**src/sst_pkg.sv**
```systemverilog
// Package: register map, field layout and code constants of the code self-test
`default_nettype none
package sst_pkg;
  // Register byte offsets on the Wishbone port
  localparam logic [7:0] SST_OFS_CTRL = 8'h00;
  localparam logic [7:0] SST_OFS_FLAGS = 8'h04;
  localparam logic [7:0] SST_OFS_FLAG_CLR = 8'h08;
  localparam logic [7:0] SST_OFS_IN0 = 8'h10;
  localparam logic [7:0] SST_OFS_OUT0 = 8'h40;
  localparam int SST_NUM_IN = 9;
  localparam int SST_NUM_OUT = 9;

  // Control register fields
  localparam int SST_CTRL_ENABLE = 0;
  localparam int SST_CTRL_MANUAL = 1;
  localparam int SST_CTRL_ENCODE = 2;
  localparam int SST_CTRL_DOUBLE = 3;
  localparam int SST_CTRL_W = 4;
  localparam logic [3:0] SST_CTRL_RST = 4'h0;

  // Flag and flag clear fields
  localparam int SST_FLAG_SINGLE = 0;
  localparam int SST_FLAG_DOUBLE = 1;

  // Code geometry
  localparam int SST_DATA_W = 64;
  localparam int SST_CODE_W = 72;
  localparam int SST_PAR_N = 7;

  // Built-in operands and injected error patterns
  localparam logic [63:0] SST_AUTO_DEC_DATA = 64'h18C3_FF8A_68A9_8069;
  localparam logic [71:0] SST_AUTO_ENC_CODE = 72'hCD_3968_C140_2EA5_ED6D;
  localparam logic [71:0] SST_SEC_MASK = 72'h00_0000_0000_0000_0008;
  localparam logic [71:0] SST_DED_MASK = 72'h00_0000_0000_0000_0028;

  // Spread data bits d0..d63 over the non-parity positions, ascending
  function automatic logic [71:0] sst_place(input logic [63:0] d);
    logic [71:0] cw;
    int j;
    cw = '0;
    j = 0;
    for (int pos = 1; pos < SST_CODE_W; pos++) begin
      if ((pos & (pos - 1)) != 0) begin
        cw[pos] = d[j];
        j++;
      end
    end
    return cw;
  endfunction

  // Gather data bits d0..d63 back out of a codeword
  function automatic logic [63:0] sst_extract(input logic [71:0] cw);
    logic [63:0] d;
    int j;
    d = '0;
    j = 0;
    for (int pos = 1; pos < SST_CODE_W; pos++) begin
      if ((pos & (pos - 1)) != 0) begin
        d[j] = cw[pos];
        j++;
      end
    end
    return d;
  endfunction

  localparam logic [63:0] SST_AUTO_ENC_DATA = sst_extract(SST_AUTO_ENC_CODE);
endpackage
`default_nettype wire

```
**src/sst_codec_if.sv**
```systemverilog
// Interface: operand and result wires between the tester and the code engine
`default_nettype none
interface sst_codec_if;
  logic [63:0] enc_data;
  logic [71:0] enc_code;
  logic [71:0] dec_code;
  logic [63:0] dec_data;
  logic dec_single;
  logic dec_double;
  modport codec (input enc_data, input dec_code,
                 output enc_code, output dec_data, output dec_single, output dec_double);
  modport user (output enc_data, output dec_code,
                input enc_code, input dec_data, input dec_single, input dec_double);
endinterface
`default_nettype wire

```
**src/sst_top.sv**
```systemverilog
// Module: code self-test register block with Wishbone slave and fault flags
//
// Notes on behaviour
// - Parity coverage per position index; p64 covers 65..71.
// - Encode: bytes give d0..d63, nine bytes codeword.
// - Auto mode uses built-in pattern, ignores inputs.
// - Error type bit: 1 double, 0 single.
// - Direction bit: 1 encoder, 0 decoder.
// - Each run's outcome lands in output bytes.
// - Manual mode uses written input bytes.
// - Manual mode uses the memory path's code.
// - Decoder test sets matching flag, none if clean.
// - Encoder test leaves both flags unchanged.
// - Test runs only while enable is one.
// - Manual encoder output is codeword of written data.
// - Auto results: single flag, double zero, constant.
// - p0 is parity over whole 72-bit block.
// - p1 odd positions; higher parity by index bit.
// - Parity at 0,1,2,4,..64; data fills rest.
// - 64 data bits plus 8 parity bits.
//
// Chosen here: the Wishbone register port and the register offsets.
`default_nettype none
module sst_top
  import sst_pkg::*;
(
  input wire logic clk_i, // 200 MHz system clock
  input wire logic rstn_i, // Asynchronous reset, active low
  input wire logic wb_cyc_i, // Wishbone cycle
  input wire logic wb_stb_i, // Wishbone strobe
  input wire logic wb_we_i, // Wishbone write enable
  input wire logic [7:0] wb_adr_i, // Byte address
  input wire logic [3:0] wb_sel_i, // Byte lane selects
  input wire logic [31:0] wb_dat_i, // Write data
  output logic [31:0] wb_dat_o, // Read data
  output logic wb_ack_o, // Acknowledge
  output logic single_error_flag_o, // Sticky single-error flag
  output logic double_error_flag_o // Sticky double-error flag
);
  logic [1:0] rst_sync_r;
  logic rstn_s;
  logic ack_r;
  logic [31:0] dat_r;
  logic [SST_CTRL_W-1:0] ctrl_r;
  logic [7:0] in_r [SST_NUM_IN];
  logic [71:0] out_r;
  logic sec_r;
  logic ded_r;
  logic [71:0] in_word;
  logic [71:0] result;
  logic [31:0] rd_nxt;
  logic req;
  logic wr_go;
  logic en;
  logic manual;
  logic encode;
  logic dbl_sel;
  logic set_sec;
  logic set_ded;
  logic clr_sec;
  logic clr_ded;

  sst_codec_if cif ();

  sst_codec u_codec (
    .cif(cif.codec)
  );

  // Parity of the built-in encoder operand, worked out once at elaboration
  function automatic logic [71:0] sst_ref_code(input logic [63:0] d);
    logic [71:0] cw;
    cw = sst_place(d);
    for (int k = 0; k < SST_PAR_N; k++) begin
      for (int pos = 1; pos < SST_CODE_W; pos++) begin
        if (((pos >> k) & 1) == 1 && pos != (1 << k)) begin
          cw[1 << k] = cw[1 << k] ^ cw[pos];
        end
      end
    end
    cw[0] = ^cw[71:1];
    return cw;
  endfunction

  // Fixed whitening; a healthy encoder then shows the auto signature exactly
  localparam logic [71:0] AUTO_ENC_MASK = SST_AUTO_ENC_CODE ^ sst_ref_code(SST_AUTO_ENC_DATA);

  // Reset release through two flops; assertion stays asynchronous
  always_ff @(posedge clk_i or negedge rstn_i) begin
    if (!rstn_i) begin
      rst_sync_r <= 2'b00;
    end else begin
      rst_sync_r <= {rst_sync_r[0], 1'b1};
    end
  end
  assign rstn_s = rst_sync_r[1];

  // Control field decode
  assign en = ctrl_r[SST_CTRL_ENABLE];
  assign manual = ctrl_r[SST_CTRL_MANUAL];
  assign encode = ctrl_r[SST_CTRL_ENCODE];
  assign dbl_sel = ctrl_r[SST_CTRL_DOUBLE];

  // Bus request; a write lands on the edge that sees ack high
  assign req = wb_cyc_i && wb_stb_i;
  assign wr_go = req && wb_we_i && ack_r && wb_sel_i[0];

  // Gather the nine input bytes, byte 0 lowest
  always_comb begin
    in_word = '0;
    for (int i = 0; i < SST_NUM_IN; i++) begin
      in_word[i*8 +: 8] = in_r[i];
    end
  end

  // Operand selection: built-in pattern unless manual mode
  always_comb begin
    if (manual) begin
      cif.enc_data = in_word[63:0];
    end else begin
      cif.enc_data = encode ? SST_AUTO_ENC_DATA : SST_AUTO_DEC_DATA;
    end
  end

  // Auto decode flips bits of a clean codeword from the same encoder; kept apart
  // from the operand process so no process both feeds and reads the encoder
  always_comb begin
    if (manual) begin
      cif.dec_code = in_word;
    end else begin
      cif.dec_code = cif.enc_code ^ (dbl_sel ? SST_DED_MASK : SST_SEC_MASK);
    end
  end

  // Result picked by direction; decoder leaves the top byte zero, auto encode is whitened
  assign result = encode ? (manual ? cif.enc_code : cif.enc_code ^ AUTO_ENC_MASK) :
                  {8'h00, cif.dec_data};

  // Control register
  always_ff @(posedge clk_i or negedge rstn_s) begin
    if (!rstn_s) begin
      ctrl_r <= SST_CTRL_RST;
    end else if (wr_go && wb_adr_i == SST_OFS_CTRL) begin
      ctrl_r <= wb_dat_i[SST_CTRL_W-1:0];
    end
  end

  // Input byte registers, one word each
  always_ff @(posedge clk_i or negedge rstn_s) begin
    if (!rstn_s) begin
      for (int i = 0; i < SST_NUM_IN; i++) begin
        in_r[i] <= 8'h00;
      end
    end else begin
      for (int i = 0; i < SST_NUM_IN; i++) begin
        if (wr_go && wb_adr_i == SST_OFS_IN0 + 8'(4 * i)) begin
          in_r[i] <= wb_dat_i[7:0];
        end
      end
    end
  end

  // Outcome capture every cycle the test is on; holds once disabled
  always_ff @(posedge clk_i or negedge rstn_s) begin
    if (!rstn_s) begin
      out_r <= '0;
    end else if (en) begin
      out_r <= result;
    end
  end

  // Flag sets only from a running decoder test; clears only from writes to the flag clear register
  assign set_sec = en && !encode && cif.dec_single;
  assign set_ded = en && !encode && cif.dec_double;
  assign clr_sec = wr_go && wb_adr_i == SST_OFS_FLAG_CLR && wb_dat_i[SST_FLAG_SINGLE];
  assign clr_ded = wr_go && wb_adr_i == SST_OFS_FLAG_CLR && wb_dat_i[SST_FLAG_DOUBLE];

  // Sticky flags; a set in the clearing cycle wins so no event is lost
  always_ff @(posedge clk_i or negedge rstn_s) begin
    if (!rstn_s) begin
      sec_r <= 1'b0;
    end else begin
      sec_r <= set_sec || (sec_r && !clr_sec);
    end
  end

  always_ff @(posedge clk_i or negedge rstn_s) begin
    if (!rstn_s) begin
      ded_r <= 1'b0;
    end else begin
      ded_r <= set_ded || (ded_r && !clr_ded);
    end
  end

  assign single_error_flag_o = sec_r;
  assign double_error_flag_o = ded_r;

  // Read mux; unmapped and write-only addresses read as zero
  always_comb begin
    rd_nxt = 32'h0000_0000;
    if (wb_adr_i == SST_OFS_CTRL) begin
      rd_nxt[SST_CTRL_W-1:0] = ctrl_r;
    end else if (wb_adr_i == SST_OFS_FLAGS) begin
      rd_nxt[SST_FLAG_SINGLE] = sec_r;
      rd_nxt[SST_FLAG_DOUBLE] = ded_r;
    end
    for (int i = 0; i < SST_NUM_IN; i++) begin
      if (wb_adr_i == SST_OFS_IN0 + 8'(4 * i)) begin
        rd_nxt[7:0] = in_r[i];
      end
    end
    for (int i = 0; i < SST_NUM_OUT; i++) begin
      if (wb_adr_i == SST_OFS_OUT0 + 8'(4 * i)) begin
        rd_nxt[7:0] = out_r[i*8 +: 8];
      end
    end
  end

  // One ack per request, dropped the cycle after; every address answers
  always_ff @(posedge clk_i or negedge rstn_s) begin
    if (!rstn_s) begin
      ack_r <= 1'b0;
    end else begin
      ack_r <= req && !ack_r;
    end
  end

  // Read data loaded with ack so it is valid at the sampling edge
  always_ff @(posedge clk_i or negedge rstn_s) begin
    if (!rstn_s) begin
      dat_r <= 32'h0000_0000;
    end else if (req && !ack_r) begin
      dat_r <= rd_nxt;
    end
  end

  assign wb_ack_o = ack_r;
  assign wb_dat_o = dat_r;
endmodule // sst_top
`default_nettype wire

```
**src/sst_codec.sv**
```systemverilog
// Module: combinational (72,64) single-correct double-detect encoder and decoder
`default_nettype none
module sst_codec
  import sst_pkg::*;
(
  sst_codec_if.codec cif // Operand in, results out
);
  // Encoder: Hamming parity on power-of-two positions, p0 over all
  always_comb begin
    logic [71:0] cw;
    logic p;
    cw = sst_place(cif.enc_data);
    p = 1'b0;
    for (int k = 0; k < SST_PAR_N; k++) begin
      p = 1'b0;
      for (int pos = 1; pos < SST_CODE_W; pos++) begin
        if (((pos >> k) & 1) == 1) begin
          p = p ^ cw[pos];
        end
      end
      cw[1 << k] = p;
    end
    cw[0] = ^cw[71:1];
    cif.enc_code = cw;
  end

  // Decoder: syndrome plus overall parity separates single from double
  always_comb begin
    logic [6:0] syn;
    logic ovr;
    logic [71:0] fixed;
    logic dbl;
    syn = 7'h00;
    dbl = 1'b0;
    ovr = ^cif.dec_code;
    fixed = cif.dec_code;
    for (int pos = 1; pos < SST_CODE_W; pos++) begin
      if (cif.dec_code[pos]) begin
        syn = syn ^ 7'(pos);
      end
    end
    // A syndrome past the last position cannot be a single flip
    dbl = (!ovr && syn != 7'h00) || (ovr && int'(syn) >= SST_CODE_W);
    if (ovr && !dbl) begin
      fixed[syn] = ~fixed[syn];
    end
    cif.dec_single = ovr && !dbl;
    cif.dec_double = dbl;
    cif.dec_data = dbl ? 64'h0000_0000_0000_0000 : sst_extract(fixed);
  end
endmodule // sst_codec
`default_nettype wire

```
**config.mk**
```make
export PLATFORM = sky130hd
export DESIGN_NAME = sst_top
export DESIGN_NICKNAME = d
export VERILOG_FILES = /design/src/sst_pkg.sv /design/src/sst_codec_if.sv /design/src/sst_top.sv /design/src/sst_codec.sv
export SDC_FILE = /design/constraint.sdc
export NUM_CORES = 1
export LEC_CHECK = 0
export BUFFER_PORTS_ARGS = -buffer_cell sky130_fd_sc_hd__buf_2
export CELL_PAD_IN_SITES_DETAIL_PLACEMENT = 1
export CELL_PAD_IN_SITES_GLOBAL_PLACEMENT = 2
export CORE_MARGIN = 5
export CORE_UTILIZATION = 43
export DETAILED_ROUTE_END_ITERATION = 12
export PLACE_DENSITY_LB_ADDON = 0.1
export SYNTH_ARGS = -nofsm -noshare
export SYNTH_HDL_FRONTEND = slang
export SYNTH_SLANG_ARGS = --single-unit
```
**constraint.sdc**
```tcl
create_clock -name clk_i -period 7.11 [get_ports clk_i]
set_input_delay 1.0665 -clock clk_i [delete_from_list [all_inputs] [get_ports clk_i]]
set_output_delay 1.0665 -clock clk_i [all_outputs]
set_load 0.005 [all_outputs]
```
==> results of run 1 <==
[power groups by stage]
| stage | logic [uW] | registers, uW | clock network [uW] |
|---|---|---|---|
| after floorplan | 86.1 | 970 | 0 |
| final | 134 | 958 | 941 |
| after detailed placement | 132 | 976 | 0 |
| after CTS | 132 | 958 | 953 |
| after global routing | 145 | 960 | 992 |
| after global placement | 130 | 975 | 0 |
[synth_stat cells (6+ instances only)]
library cell / count
a21o_1: 12
dfrtp_1: 161
o22ai_1: 15
o21ai_1: 6
a21oi_1: 68
nand2_1: 128
buf_6: 9
mux2i_1: 41
a22o_1: 10
a221oi_1: 20
and3_1: 7
o311ai_1: 11
nor2b_1: 8
nand4_1: 6
clkbuf_1: 56
a31oi_1: 11
xnor2_1: 143
o211ai_1: 28
nor3_1: 16
o21ai_0: 74
a211oi_1: 18
o221ai_1: 6
xor2_1: 26
xnor2_2: 9
o31ai_1: 11
nand2b_1: 16
inv_1: 15
nor2_1: 98
a22oi_1: 31
buf_1: 6
nand3_1: 55
mux2_2: 82
a221o_1: 13
o21a_1: 7
buf_4: 35
xnor3_1: 26
buf_2: 43
and2_1: 19
or3_1: 6
[layer usage]
layer  vias to the layer above  track usage (%)  routed length (um)
li1                       5185                -                   -
met3                       227             8.57                6130
met4                         4             23.5                5150
met5                         -                0                  27
met2                       747             56.3               28800
met1                      6446             46.8               25500
[cells by family (layout without fill, tap and decap cells)]
logic type / after synthesis / in the layout / synth area share (%)
buf+inv: 169 / 130 / 6.60
other cells: 2 / 26 / 0.0555
compound gates: 392 / 392 / 20.6
xor+xnor: 217 / 217 / 18.4
flops: 161 / 161 / 29.8
mux: 129 / 129 / 10.7
simple gates: 390 / 390 / 13.8
[cell type report]
type	count	area share, %
Multi-Input combinational cell	1153	60.4
Sequential cell	161	28.0
Timing Repair Buffer	81	3.66
Tap cell	402	3.49
Clock buffer	18	2.97
Clock inverter	14	1.01
Inverter	17	0.442
Antenna cell	1	0.0173
[stage by stage]
| step | setup slack [ns] | total power [uW] | cell area (um2) | utilization, % | std cells |
|---|---|---|---|---|---|
| after CTS | 1.61 | 2040 | 14400 | 46.1 | 1846 |
| after detailed placement | 1.65 | 1110 | 13800 | 44.2 | 1814 |
| after floorplan | 2.29 | 1060 | 13600 | - | 1483 |
| after global placement | 1.67 | 1100 | 13800 | 44.2 | 1814 |
| after global routing | 1.29 | 2100 | 14400 | 46.1 | 1846 |
| final | 1.46 | 2030 | 14400 | 46.1 | 1847 |
[registers in the layout, summed over array words and instances (netlist names)]
register             cells
rst_sync_r               2
in_r                    72
wb_dat_o                 8
double_error_flag_o      1
single_error_flag_o      1
ctrl_r                   4
wb_ack_o                 1
out_r                   72
[final timing paths]
path,from,end,cells after the start
setup / recovery,in_r[69],out_r[26],12
hold / removal,rst_sync_r[0],rst_sync_r[1],0
min in group asynchronous,rstn_i,rst_sync_r[1],1
max in group asynchronous,rst_sync_r[1],out_r[40],1
setup reg to reg,in_r[69],out_r[26],12
hold reg to reg,rst_sync_r[0],rst_sync_r[1],0
[worst max-delay path, stage by stage (launching register included)]
cell and delay, ns:
dfrtp_1 0.77, xnor2_2 0.21, xnor2_1 0.27, xnor3_1 0.47, a21oi_2 0.27, xnor2_4 0.20, xnor2_2 0.82, mux2i_1 0.19
o21ai_0 0.21, a32o_1 0.24, nand4bb_1 0.77, o31ai_4 0.87, o211ai_1 0.19
==> summary.md, run 1 <==
| Metric | Value |
|---|---|
| CTS clk-pin slew, worst paths | `0.07 ns` |
| FFs w/ async S/R, synth | `100%` |
| First-pass GRT wire length | `93,500 um` |
| CP Data Arrival Time | `5.97 ns` |
| Initial antenna violation count | `2` |
| Worst skew pair latency | `0.47 ns` |
| Fillcell total | `3,570` |
| Int Power | `1450 uW` |
| Critical path startpoint category | `flop` |
| Hold Worst Slack | `0.353 ns` |
| Worst setup EP type | `flop` |
| Rows | `65` |
| RSZ-0062 raised after global routing | `false` |
| Max IR drop VDD | `0.184 mV` |
| Die X | `187 um` |
| DR vias | `12,600` |
| Crit Path Max Fanout | `18` |
| Die Area | `35,100 um2` |
| # nets final | `1,480` |
| DR vias/cell | `6.83` |
| CP required | `7.43 ns` |
| Seq pwr share | `47.1%` |
| Sw Share | `28.9%` |
| Slew @ Worst Pin | `1.07 ns` |
| Setup TNS | `0 ns` |
| Power Dens Cells | `141 nW/um2` |
| Largest net degree at the start of global routing | `72` |
| Cell taking the most area after synthesis | `dfrtp_1` |
| Routability Congestion | `0.978` |
| Mapped Area | `13,500 um2` |
| Pre-antenna DRT Iters | `5` |
| Final period util | `79.5%` |
| Synth Warn # | `0` |
| P_sw | `587 uW` |
| Leakage | `0.00606 uW` |
| Hold_buf cts | `0` |
| CTS H-Tree Depth | `4` |
| Detailed Route WL | `65,600 um` |
| Min cycle time layout | `5.65 ns` |
| Synth top area cells | `dfrtp_1 (30%), xnor2_1 (9.2%), mux2_2 (6.8%)` |
| R2R setup slack | `1.46 ns` |
| Synthesized area per cell | `9.27 um2` |
| Synth cell types | `97` |
| Hpwl dp | `47,100 um` |
| Worst Hold Class | `flop to flop` |
| Clk_skew | `0.0151 ns` |
| Logic pwr share | `6.6%` |
| Core area | `31,300 um2` |
| Congestion Overflow GR | `0` |
| Area Growth Syn to Fin | `6.55%` |
| Final Hold Vio Count | `0` |
| DRC | `0` |
| Cts bufs inserted | `17` |
| Post-CTS sizing | `0` |
| # Post-CTS Setup Buffers | `0` |
| I/O Buffers | `32` |
| Post-DR wirelength/cell | `35.5 um` |
| CTS tree | `built` |
| Share of layout cells above drive strength 1 | `17.8%` |
| Worst slew margin | `28.9%` |
| Fmax | `177 MHz` |
| Root Buffer | `clkbuf_16` |
| Longest Clk Path Bufs | `2` |
| Clk sinks | `161` |
| Status | `completed` |
| EDFF count, synth | `0` |
| Post-synth top area share | `29.8%` |
| Initial Util | `43.2%` |
| Class of the most critical setup path | `flop to flop` |
| Commonest non-fill, non-tap cell in the layout | `dfrtp_1` |
| Register area | `4030 um2` |
| #FFs+latches synth | `161` |
| # setup viols final | `0` |
| Ports | `84` |
| Final ANT Viol Nets | `0` |
| Max-slew violation count | `0` |
| Max Cap Violations | `0` |
| Synth Instances | `1,460` |
| Register area share after synthesis | `29.8%` |
| Initial DRC Count | `1,350` |
| Top_reg_cell synth | `dfrtp_1` |
| Vias in the first global route | `12,600` |
| Die H | `187 um` |
| Total Routing Usage GR | `36.8%` |
| Multi-input gate area | `8720 um2` |
| Clock power frac | `46.3%` |
| Most frequent cells in the layout | `dfrtp_1 (159), xnor2_1 (143), nand2_1 (128)` |
(Power assumes the default switching activity.)
==> run 2, diff against run 1 <==
Settings changed: CORE_UTILIZATION 43 to 36.
Clock period 7.11 ns to 4.5 ns, I/O delays scaled along.
==> run 2 against run 1 <==
Against the previous run: flip-flop and latch count did not move; register-to-register slack got worse by 1.3 ns; critical path depth grew 1; utilization decreased by 4.5 points; final cell count up 12%; routed wire length is 6.1% higher; worst hold slack improved by 0.0018 ns; fmax is 30% higher; critical endpoint is now out_r[49]; highest routed layer unchanged.
==> summary.md, run 2 (synthesized netlist as in run 1, its figures left out) <==
| Metric | Value |
|---|---|
| Die X | `204 um (was 187 um)` |
| Congestion Overflow GR | `0 (unchanged)` |
| Rows | `71 (was 65)` |
| Worst slew margin | `46.3% (was 28.9%)` |
| Leakage | `0.00670 uW (was 0.00606 uW)` |
| Fillcell total | `4,286 (was 3,570)` |
| Most frequent cells in the layout | `dfrtp_1 (159), buf_4 (154), xnor2_1 (142) (was dfrtp_1 (159), xnor2_1 (143), nand2_1 (128))` |
| # nets final | `1,595 (was 1,480)` |
| Vias in the first global route | `12,800 (was 12,600)` |
| Min cycle time layout | `4.33 ns (was 5.65 ns)` |
| Worst path max stage delay | `0.62 ns (was 0.87 ns)` |
| CP required | `4.83 ns (was 7.43 ns)` |
| CTS H-Tree Depth | `4 (unchanged)` |
| Max-slew violation count | `0 (unchanged)` |
| Placed inst area | `14,900 um2 (was 13,800 um2)` |
| Hpwl dp | `53,300 um (was 47,100 um)` |
| Class of the most critical setup path | `flop to flop (unchanged)` |
| Area Growth Syn to Fin | `15.0% (was 6.55%)` |
| CTS tree | `built (unchanged)` |
| Finished Layout Cells | `2,070 (was 1,847)` |
| Worst slack, placed | `0.151 ns (was 1.65 ns)` |
| RSZ-0062 raised after global routing | `false (unchanged)` |
| Ant diodes | `0 (was 1)` |
| Setup slack after layout | `0.168 ns (was 1.46 ns)` |
| DR vias | `12,900 (was 12,600)` |
| Worst setup EP type | `flop (unchanged)` |
| Final Hold Vio Count | `0 (unchanged)` |
| Initial DRC Count | `1,525 (was 1,350)` |
| Final period util | `96.3% (was 79.5%)` |
| CTS clk-pin slew, worst paths | `0.07 ns (about the same)` |
| Power Dens Cells | `209 nW/um2 (was 141 nW/um2)` |
| DR vias/cell | `6.24 (was 6.83)` |
| DRC | `0 (unchanged)` |
| Total Routing Usage GR | `33.1% (was 36.8%)` |
| Worst path bufs/invs | `2 (was 0)` |
| Crit Path Max Fanout | `8 (was 18)` |
| Slowest CP cell | `dfrtp_1 (was o31ai_4)` |
| Longest Clk Path Bufs | `2 (unchanged)` |
| # setup viols final | `0 (unchanged)` |
| Die H | `204 um (was 187 um)` |
| Fin area | `15,600 um2 (was 14,400 um2)` |
| Initial Util | `36.2% (was 43.2%)` |
| Max IR drop VDD | `0.263 mV (was 0.184 mV)` |
| Share of layout cells above drive strength 1 | `23.9% (was 17.8%)` |
| CP top delay family | `XOR/XNOR gates (unchanged)` |
| Worst Hold Class | `flop to flop (unchanged)` |
| Final ANT Viol Nets | `0 (unchanged)` |
| Critical path startpoint category | `flop (unchanged)` |
| Largest net degree at the start of global routing | `115 (was 72)` |
| Setup TNS | `0 ns (unchanged)` |
| Core area | `37,400 um2 (was 31,300 um2)` |
| I/O Buffers | `32 (unchanged)` |
| First-pass GRT wire length | `98,100 um (was 93,500 um)` |
| Post-DR wirelength/cell | `33.6 um (was 35.5 um)` |
| Die Area | `41,600 um2 (was 35,100 um2)` |
| Slew @ Worst Pin | `0.806 ns (was 1.07 ns)` |
| Routability Congestion | `0.961 (was 0.978)` |
| Initial antenna violation count | `1 (was 2)` |
| Pre-antenna DRT Iters | `6 (was 5)` |
| Fmax | `231 MHz (was 177 MHz)` |
| Max Cap Violations | `0 (unchanged)` |
| CP Data Arrival Time | `4.67 ns (was 5.97 ns)` |
| # placed instances | `2,035 (was 1,814)` |
| Detailed Route WL | `69,600 um (was 65,600 um)` |
| Cts bufs inserted | `17 (unchanged)` |
| Clk_skew | `0.0186 ns (was 0.0151 ns)` |
| Root Buffer | `clkbuf_16 (unchanged)` |
| Commonest non-fill, non-tap cell in the layout | `dfrtp_1 (unchanged)` |
| Ports | `84 (unchanged)` |
| Clk sinks | `161 (unchanged)` |
| Register area | `4030 um2 (unchanged)` |
| Worst skew pair latency | `0.47 ns (about the same)` |
| CP Cell Sequence | `xnor3_2 -> xor2_2 -> xnor3_1 -> nand2b_1 -> o21ai_0 -> a32o_1 -> or2_1 -> buf_4 -> mux2_2 -> buf_4 -> nand3_1 -> mux2i_1 -> o21ai_0 (was xnor2_2 -> xnor2_1 -> xnor3_1 -> a21oi_2 -> xnor2_4 -> xnor2_2 -> mux2i_1 -> o21ai_0 -> a32o_1 -> nand4bb_1 -> o31ai_4 -> o211ai_1)` |
| Status | `completed (unchanged)` |
| Multi-input gate area | `8760 um2 (was 8720 um2)` |
[run 2: cell types whose count changed in the layout (fill, tap and decap cells not counted), sizes merged]
| cell | change |
|---|---|
| dlygate4sd3 | +1 |
| inv | -1 |
| buf | +114 |
| bufinv | +1 |
| diode | -1 |
[run 2: final timing paths]
check	from	end	slack, ns	cells after the start
max	in_r[49]	out_r[49]	0.17	13
min	rst_sync_r[0]	rst_sync_r[1]	0.35	0
max reg2reg	in_r[49]	out_r[49]	0.17	13
min reg2reg	rst_sync_r[0]	rst_sync_r[1]	0.35	0
max in group asynchronous	rst_sync_r[1]	out_r[60]	2.92	1
min in group asynchronous	rst_sync_r[1]	in_r[57]	0.37	0
[run 2: timing repair]
item	in CTS	in global routing
hold buffers	1	0
endpoints found under the hold margin	2	0
resized for setup	0	4
buffers inserted	0	2
endpoints found under the setup margin	0	22
[run 2: worst reg2reg max path, delay by kind of cell, from the launching register on]
family / cells / cell delay (ns)
AOI/OAI and AO/OA: 3 / 0.77
DFF: 1 / 0.62
and+or+nand+nor: 3 / 0.59
muxes: 2 / 0.80
xor gates and xnor gates: 3 / 1.04
buffers and inverters: 2 / 0.40
[run 2: layout make-up]
class | count | area share [%]
multi-input combinational | 1153 | 56.2
sequential | 161 | 25.9
timing repair buffer | 196 | 9.68
tap | 511 | 4.11
clock buffer | 18 | 2.82
clock inverter | 14 | 0.828
inverter | 17 | 0.410
[run 2: where the power goes]
part           switching, uW  internal (uW)  leakage [uW]  total [uW]
clock network            725            785      0.000279        1510
logic                    157           82.9       0.00423         240
registers               33.5           1470       0.00219        1510
[run 2: stage by stage]
stage               hold slack, ns  util, %  total power (uW)
floorplan                    0.331        -              1670
global placement             0.338     39.9              1770
detailed placement           0.336     39.9              1770
CTS                          0.352     41.5              3270
global route                 0.354     41.6              3350
finish                       0.354     41.6              3260
[run 2: per-layer routing]
metal	wire length [um]	share of wire [%]	vias to the layer above	GRT usage [%]
li1	-	-	5419	-
met1	29800	43	6692	45.8
met2	31100	45	665	51.9
met3	5270	7.6	144	5.22
met4	3430	4.9	2	13.5
met5	9	0.013	-	0
==> run 3, diff against run 2 <==
Settings changed: CORE_UTILIZATION 36 to 35, SYNTH_HIERARCHICAL set to 1.
==> run 3 against run 2 <==
Against the previous run: the run now ends with setup timing left; combinational power rose to 10 times the previous value; global-route usage rose by 0.25 points; non-clock buffer count is 376 higher; clock power about the same; critical path depth up 17; critical path type unchanged; highest routed layer unchanged.
==> summary.md, run 3 <==
| Metric | Value |
|---|---|
| Area Growth Syn to Fin | `39.1% (was 15.0%)` |
| Initial antenna violation count | `3 (was 1)` |
| FFs w/ async S/R, synth | `100% (unchanged)` |
| Reg-to-reg startpoint | `ctrl_r[1] (was in_r[49])` |
| Hpwl dp | `64,400 um (was 53,300 um)` |
| Top_reg_cell synth | `dfrtp_1 (unchanged)` |
| Worst setup EP type | `flop (unchanged)` |
| Synth Warn # | `6 (was 0)` |
| Die X | `219 um (was 204 um)` |
| Setup TNS | `-85.85 ns (was 0 ns)` |
| # setup viols final | `66 (was 0)` |
| Initial DRC Count | `1,480 (was 1,525)` |
| Vias in the first global route | `16,000 (was 12,800)` |
| Share of layout cells above drive strength 1 | `43.3% (was 23.9%)` |
| Ant diodes | `0 (unchanged)` |
| Mapped Area | `15,200 um2 (was 13,500 um2)` |
| Synth cell types | `97 (unchanged)` |
| DRC | `0 (unchanged)` |
| Total Routing Usage GR | `33.3% (was 33.1%)` |
| CP top delay family | `XOR/XNOR gates (unchanged)` |
| Most used cell, CP | `xnor2_1` |
| Setup slack after layout | `-1.42 ns (was 0.168 ns)` |
| RSZ-0062 raised after global routing | `true (was false)` |
| Detailed Route WL | `81,900 um (was 69,600 um)` |
| FF-to-FF End | `out_r[30] (was out_r[49])` |
| Routability Congestion | `0.965 (was 0.961)` |
| Longest Clk Path Bufs | `2 (unchanged)` |
| Initial Util | `35.3% (was 36.2%)` |
| Die Area | `47,800 um2 (was 41,600 um2)` |
| Clk_skew | `0.0212 ns (was 0.0186 ns)` |
| CTS clk-pin slew, worst paths | `0.07 ns (about the same)` |
| Commonest non-fill, non-tap cell in the layout | `buf_4 (was dfrtp_1)` |
| CTS tree | `built (unchanged)` |
| DR vias/cell | `5.65 (was 6.24)` |
| Cell taking the most area after synthesis | `dfrtp_1 (unchanged)` |
| Final ANT Viol Nets | `0 (unchanged)` |
| Final period util | `132% (was 96.3%)` |
| Min cycle time layout | `5.92 ns (was 4.33 ns)` |
| Worst path max stage delay | `0.51 ns (was 0.62 ns)` |
| Worst slack, placed | `-1.68 ns (was 0.151 ns)` |
| R2R setup slack | `-1.42 ns (was 0.17 ns)` |
| Slew @ Worst Pin | `0.951 ns (was 0.806 ns)` |
| Pre-antenna DRT Iters | `5 (was 6)` |
| Worst skew pair latency | `0.48 ns (was 0.47 ns)` |
| Register area share after synthesis | `26.5% (was 29.8%)` |
| Crit Path Max Fanout | `30 (was 8)` |
| Top-count cell post-synth | `xnor2_1 (was dfrtp_1)` |
| Worst Hold Class | `flop to flop (unchanged)` |
| Critical path startpoint category | `flop (unchanged)` |
| Clk sinks | `161 (unchanged)` |
| Ports | `84 (unchanged)` |
| Worst hold stages | `0 (unchanged)` |
| Hold EP | `rst_sync_r[1] (unchanged)` |
| Class of the most critical setup path | `flop to flop (unchanged)` |
| Failing checks | `setup timing` |
| I/O Buffers | `32 (unchanged)` |
| Power Dens Cells | `263 nW/um2 (was 209 nW/um2)` |
| Fillcell total | `4,988 (was 4,286)` |
| Die H | `219 um (was 204 um)` |
| Hold Startpoint | `rst_sync_r[0] (unchanged)` |
| Max Cap Violations | `0 (unchanged)` |
| Largest net degree at the start of global routing | `84 (was 115)` |
| # nets final | `2,229 (was 1,595)` |
| DR vias | `15,700 (was 12,900)` |
| CTS H-Tree Depth | `4 (unchanged)` |
| Final Power | `5570 uW (was 3260 uW)` |
| Root Buffer | `clkbuf_16 (unchanged)` |
| Most frequent cells in the layout | `buf_4 (502), xnor2_1 (164), dfrtp_1 (157) (was dfrtp_1 (159), buf_4 (154), xnor2_1 (142))` |
| Worst path bufs/invs | `6 (was 2)` |
| Max-slew violation count | `0 (unchanged)` |
| Core area | `43,100 um2 (was 37,400 um2)` |
| Core Util, Final | `49.1% (was 41.6%)` |
| Reg2reg path depth | `30 (was 13)` |
| Synth cell count leaders | `xnor2_1 (210), nand2_1 (165), dfrtp_1 (161) (was dfrtp_1 (161), xnor2_1 (143), nand2_1 (128))` |
| CP Data Arrival Time | `6.23 ns (was 4.67 ns)` |
| First-pass GRT wire length | `115,000 um (was 98,100 um)` |
| Synth top area cells | `dfrtp_1 (26%), xnor2_1 (12%), mux2_2 (8.9%) (was dfrtp_1 (30%), xnor2_1 (9.2%), mux2_2 (6.8%))` |
| Post-synth top area share | `26.5% (was 29.8%)` |
| Synth Instances | `1,770 (was 1,460)` |
| Max IR drop VDD | `0.257 mV (was 0.263 mV)` |
| Slowest CP cell | `dfrtp_4 (was dfrtp_1)` |
| Status | `finished, violations left (was completed)` |
| #FFs+latches synth | `161 (unchanged)` |
| Synthesized area per cell | `8.60 um2 (was 9.27 um2)` |
| Final Hold Vio Count | `0 (unchanged)` |
| Post-DR wirelength/cell | `29.5 um (was 33.6 um)` |
| Rows | `76 (was 71)` |
| CP required | `4.81 ns (was 4.83 ns)` |
| EDFF count, synth | `0 (unchanged)` |
| Worst slew margin | `36.6% (was 46.3%)` |
| Leakage | `0.00942 uW (was 0.00670 uW)` |
| Fmax | `169 MHz (was 231 MHz)` |
| Congestion Overflow GR | `0 (unchanged)` |
| Cts bufs inserted | `17 (unchanged)` |
-- run 3: metrics by stage --
stage	hold slack, ns	area, um2	instances
6_report	0.360	21200	2778
3_3_place_gp	0.343	18800	2676
2_1_floorplan	0.331	15500	1793
4_1_cts	0.363	20300	2755
3_5_place_dp	0.336	18800	2676
5_1_grt	0.368	21200	2778
-- run 3: layer usage --
metal | wire length, um | share of wire [%] | track usage, % | up-vias
met1 | 35500 | 43 | 44.1 | 8113
met5 | 43 | 0.053 | 0 | -
met4 | 3370 | 4.1 | 10.9 | 6
met2 | 38600 | 47 | 55.7 | 516
met3 | 4370 | 5.3 | 5.49 | 138
li1 | - | - | - | 6914
-- run 3: layout make-up --
cell class	count	area, um2	share of cell area (%)
multi-input combinational	1384	11100	52.4
inverter	44	181	0.857
clock buffer	20	467	2.20
clock inverter	12	120	0.567
sequential	161	4040	19.1
timing repair buffer	572	4530	21.4
tap	585	732	3.46
-- run 3: cells by family after synthesis --
family	count (synthesis)	synth area share, %
XOR/XNOR	275	17.1
AND/OR/NAND/NOR	474	15.1
buffers and inverters	249	8.86
AO/OA/AOI/OAI	388	16.4
other	2	0.0493
flip-flops	161	26.5
multiplexers	221	16.1
-- run 3: what timing repair did --
item,in CTS,in global routing
pin swaps,53,60
endpoints found under the setup margin,66,66
setup buffers,45,24
cloned,1,3
resized for setup,127,115
hold buffers,1,0
hold endpoints to repair,2,0
-- run 3: worst max path at each step --
stage / from / slack [ns] / depth (start not counted) / endpoint
after floorplan: ctrl_r[1] / -0.61 / 29 / out_r[63]
after global placement: ctrl_r[1] / -1.57 / 27 / out_r[33]
after detailed placement: ctrl_r[1] / -1.68 / 29 / out_r[32]
after CTS: ctrl_r[1] / -1.26 / 26 / out_r[47]
after global routing: ctrl_r[1] / -1.60 / 32 / out_r[59]
final: ctrl_r[1] / -1.42 / 30 / out_r[30]
-- run 3: report_power, final --
| group | total [uW] | internal [uW] | switching, uW |
|---|---|---|---|
| logic | 2500 | 1130 | 1370 |
| registers | 1540 | 1490 | 56.8 |
| clock network | 1530 | 817 | 710 |
| total | 5570 | 3430 | 2130 |
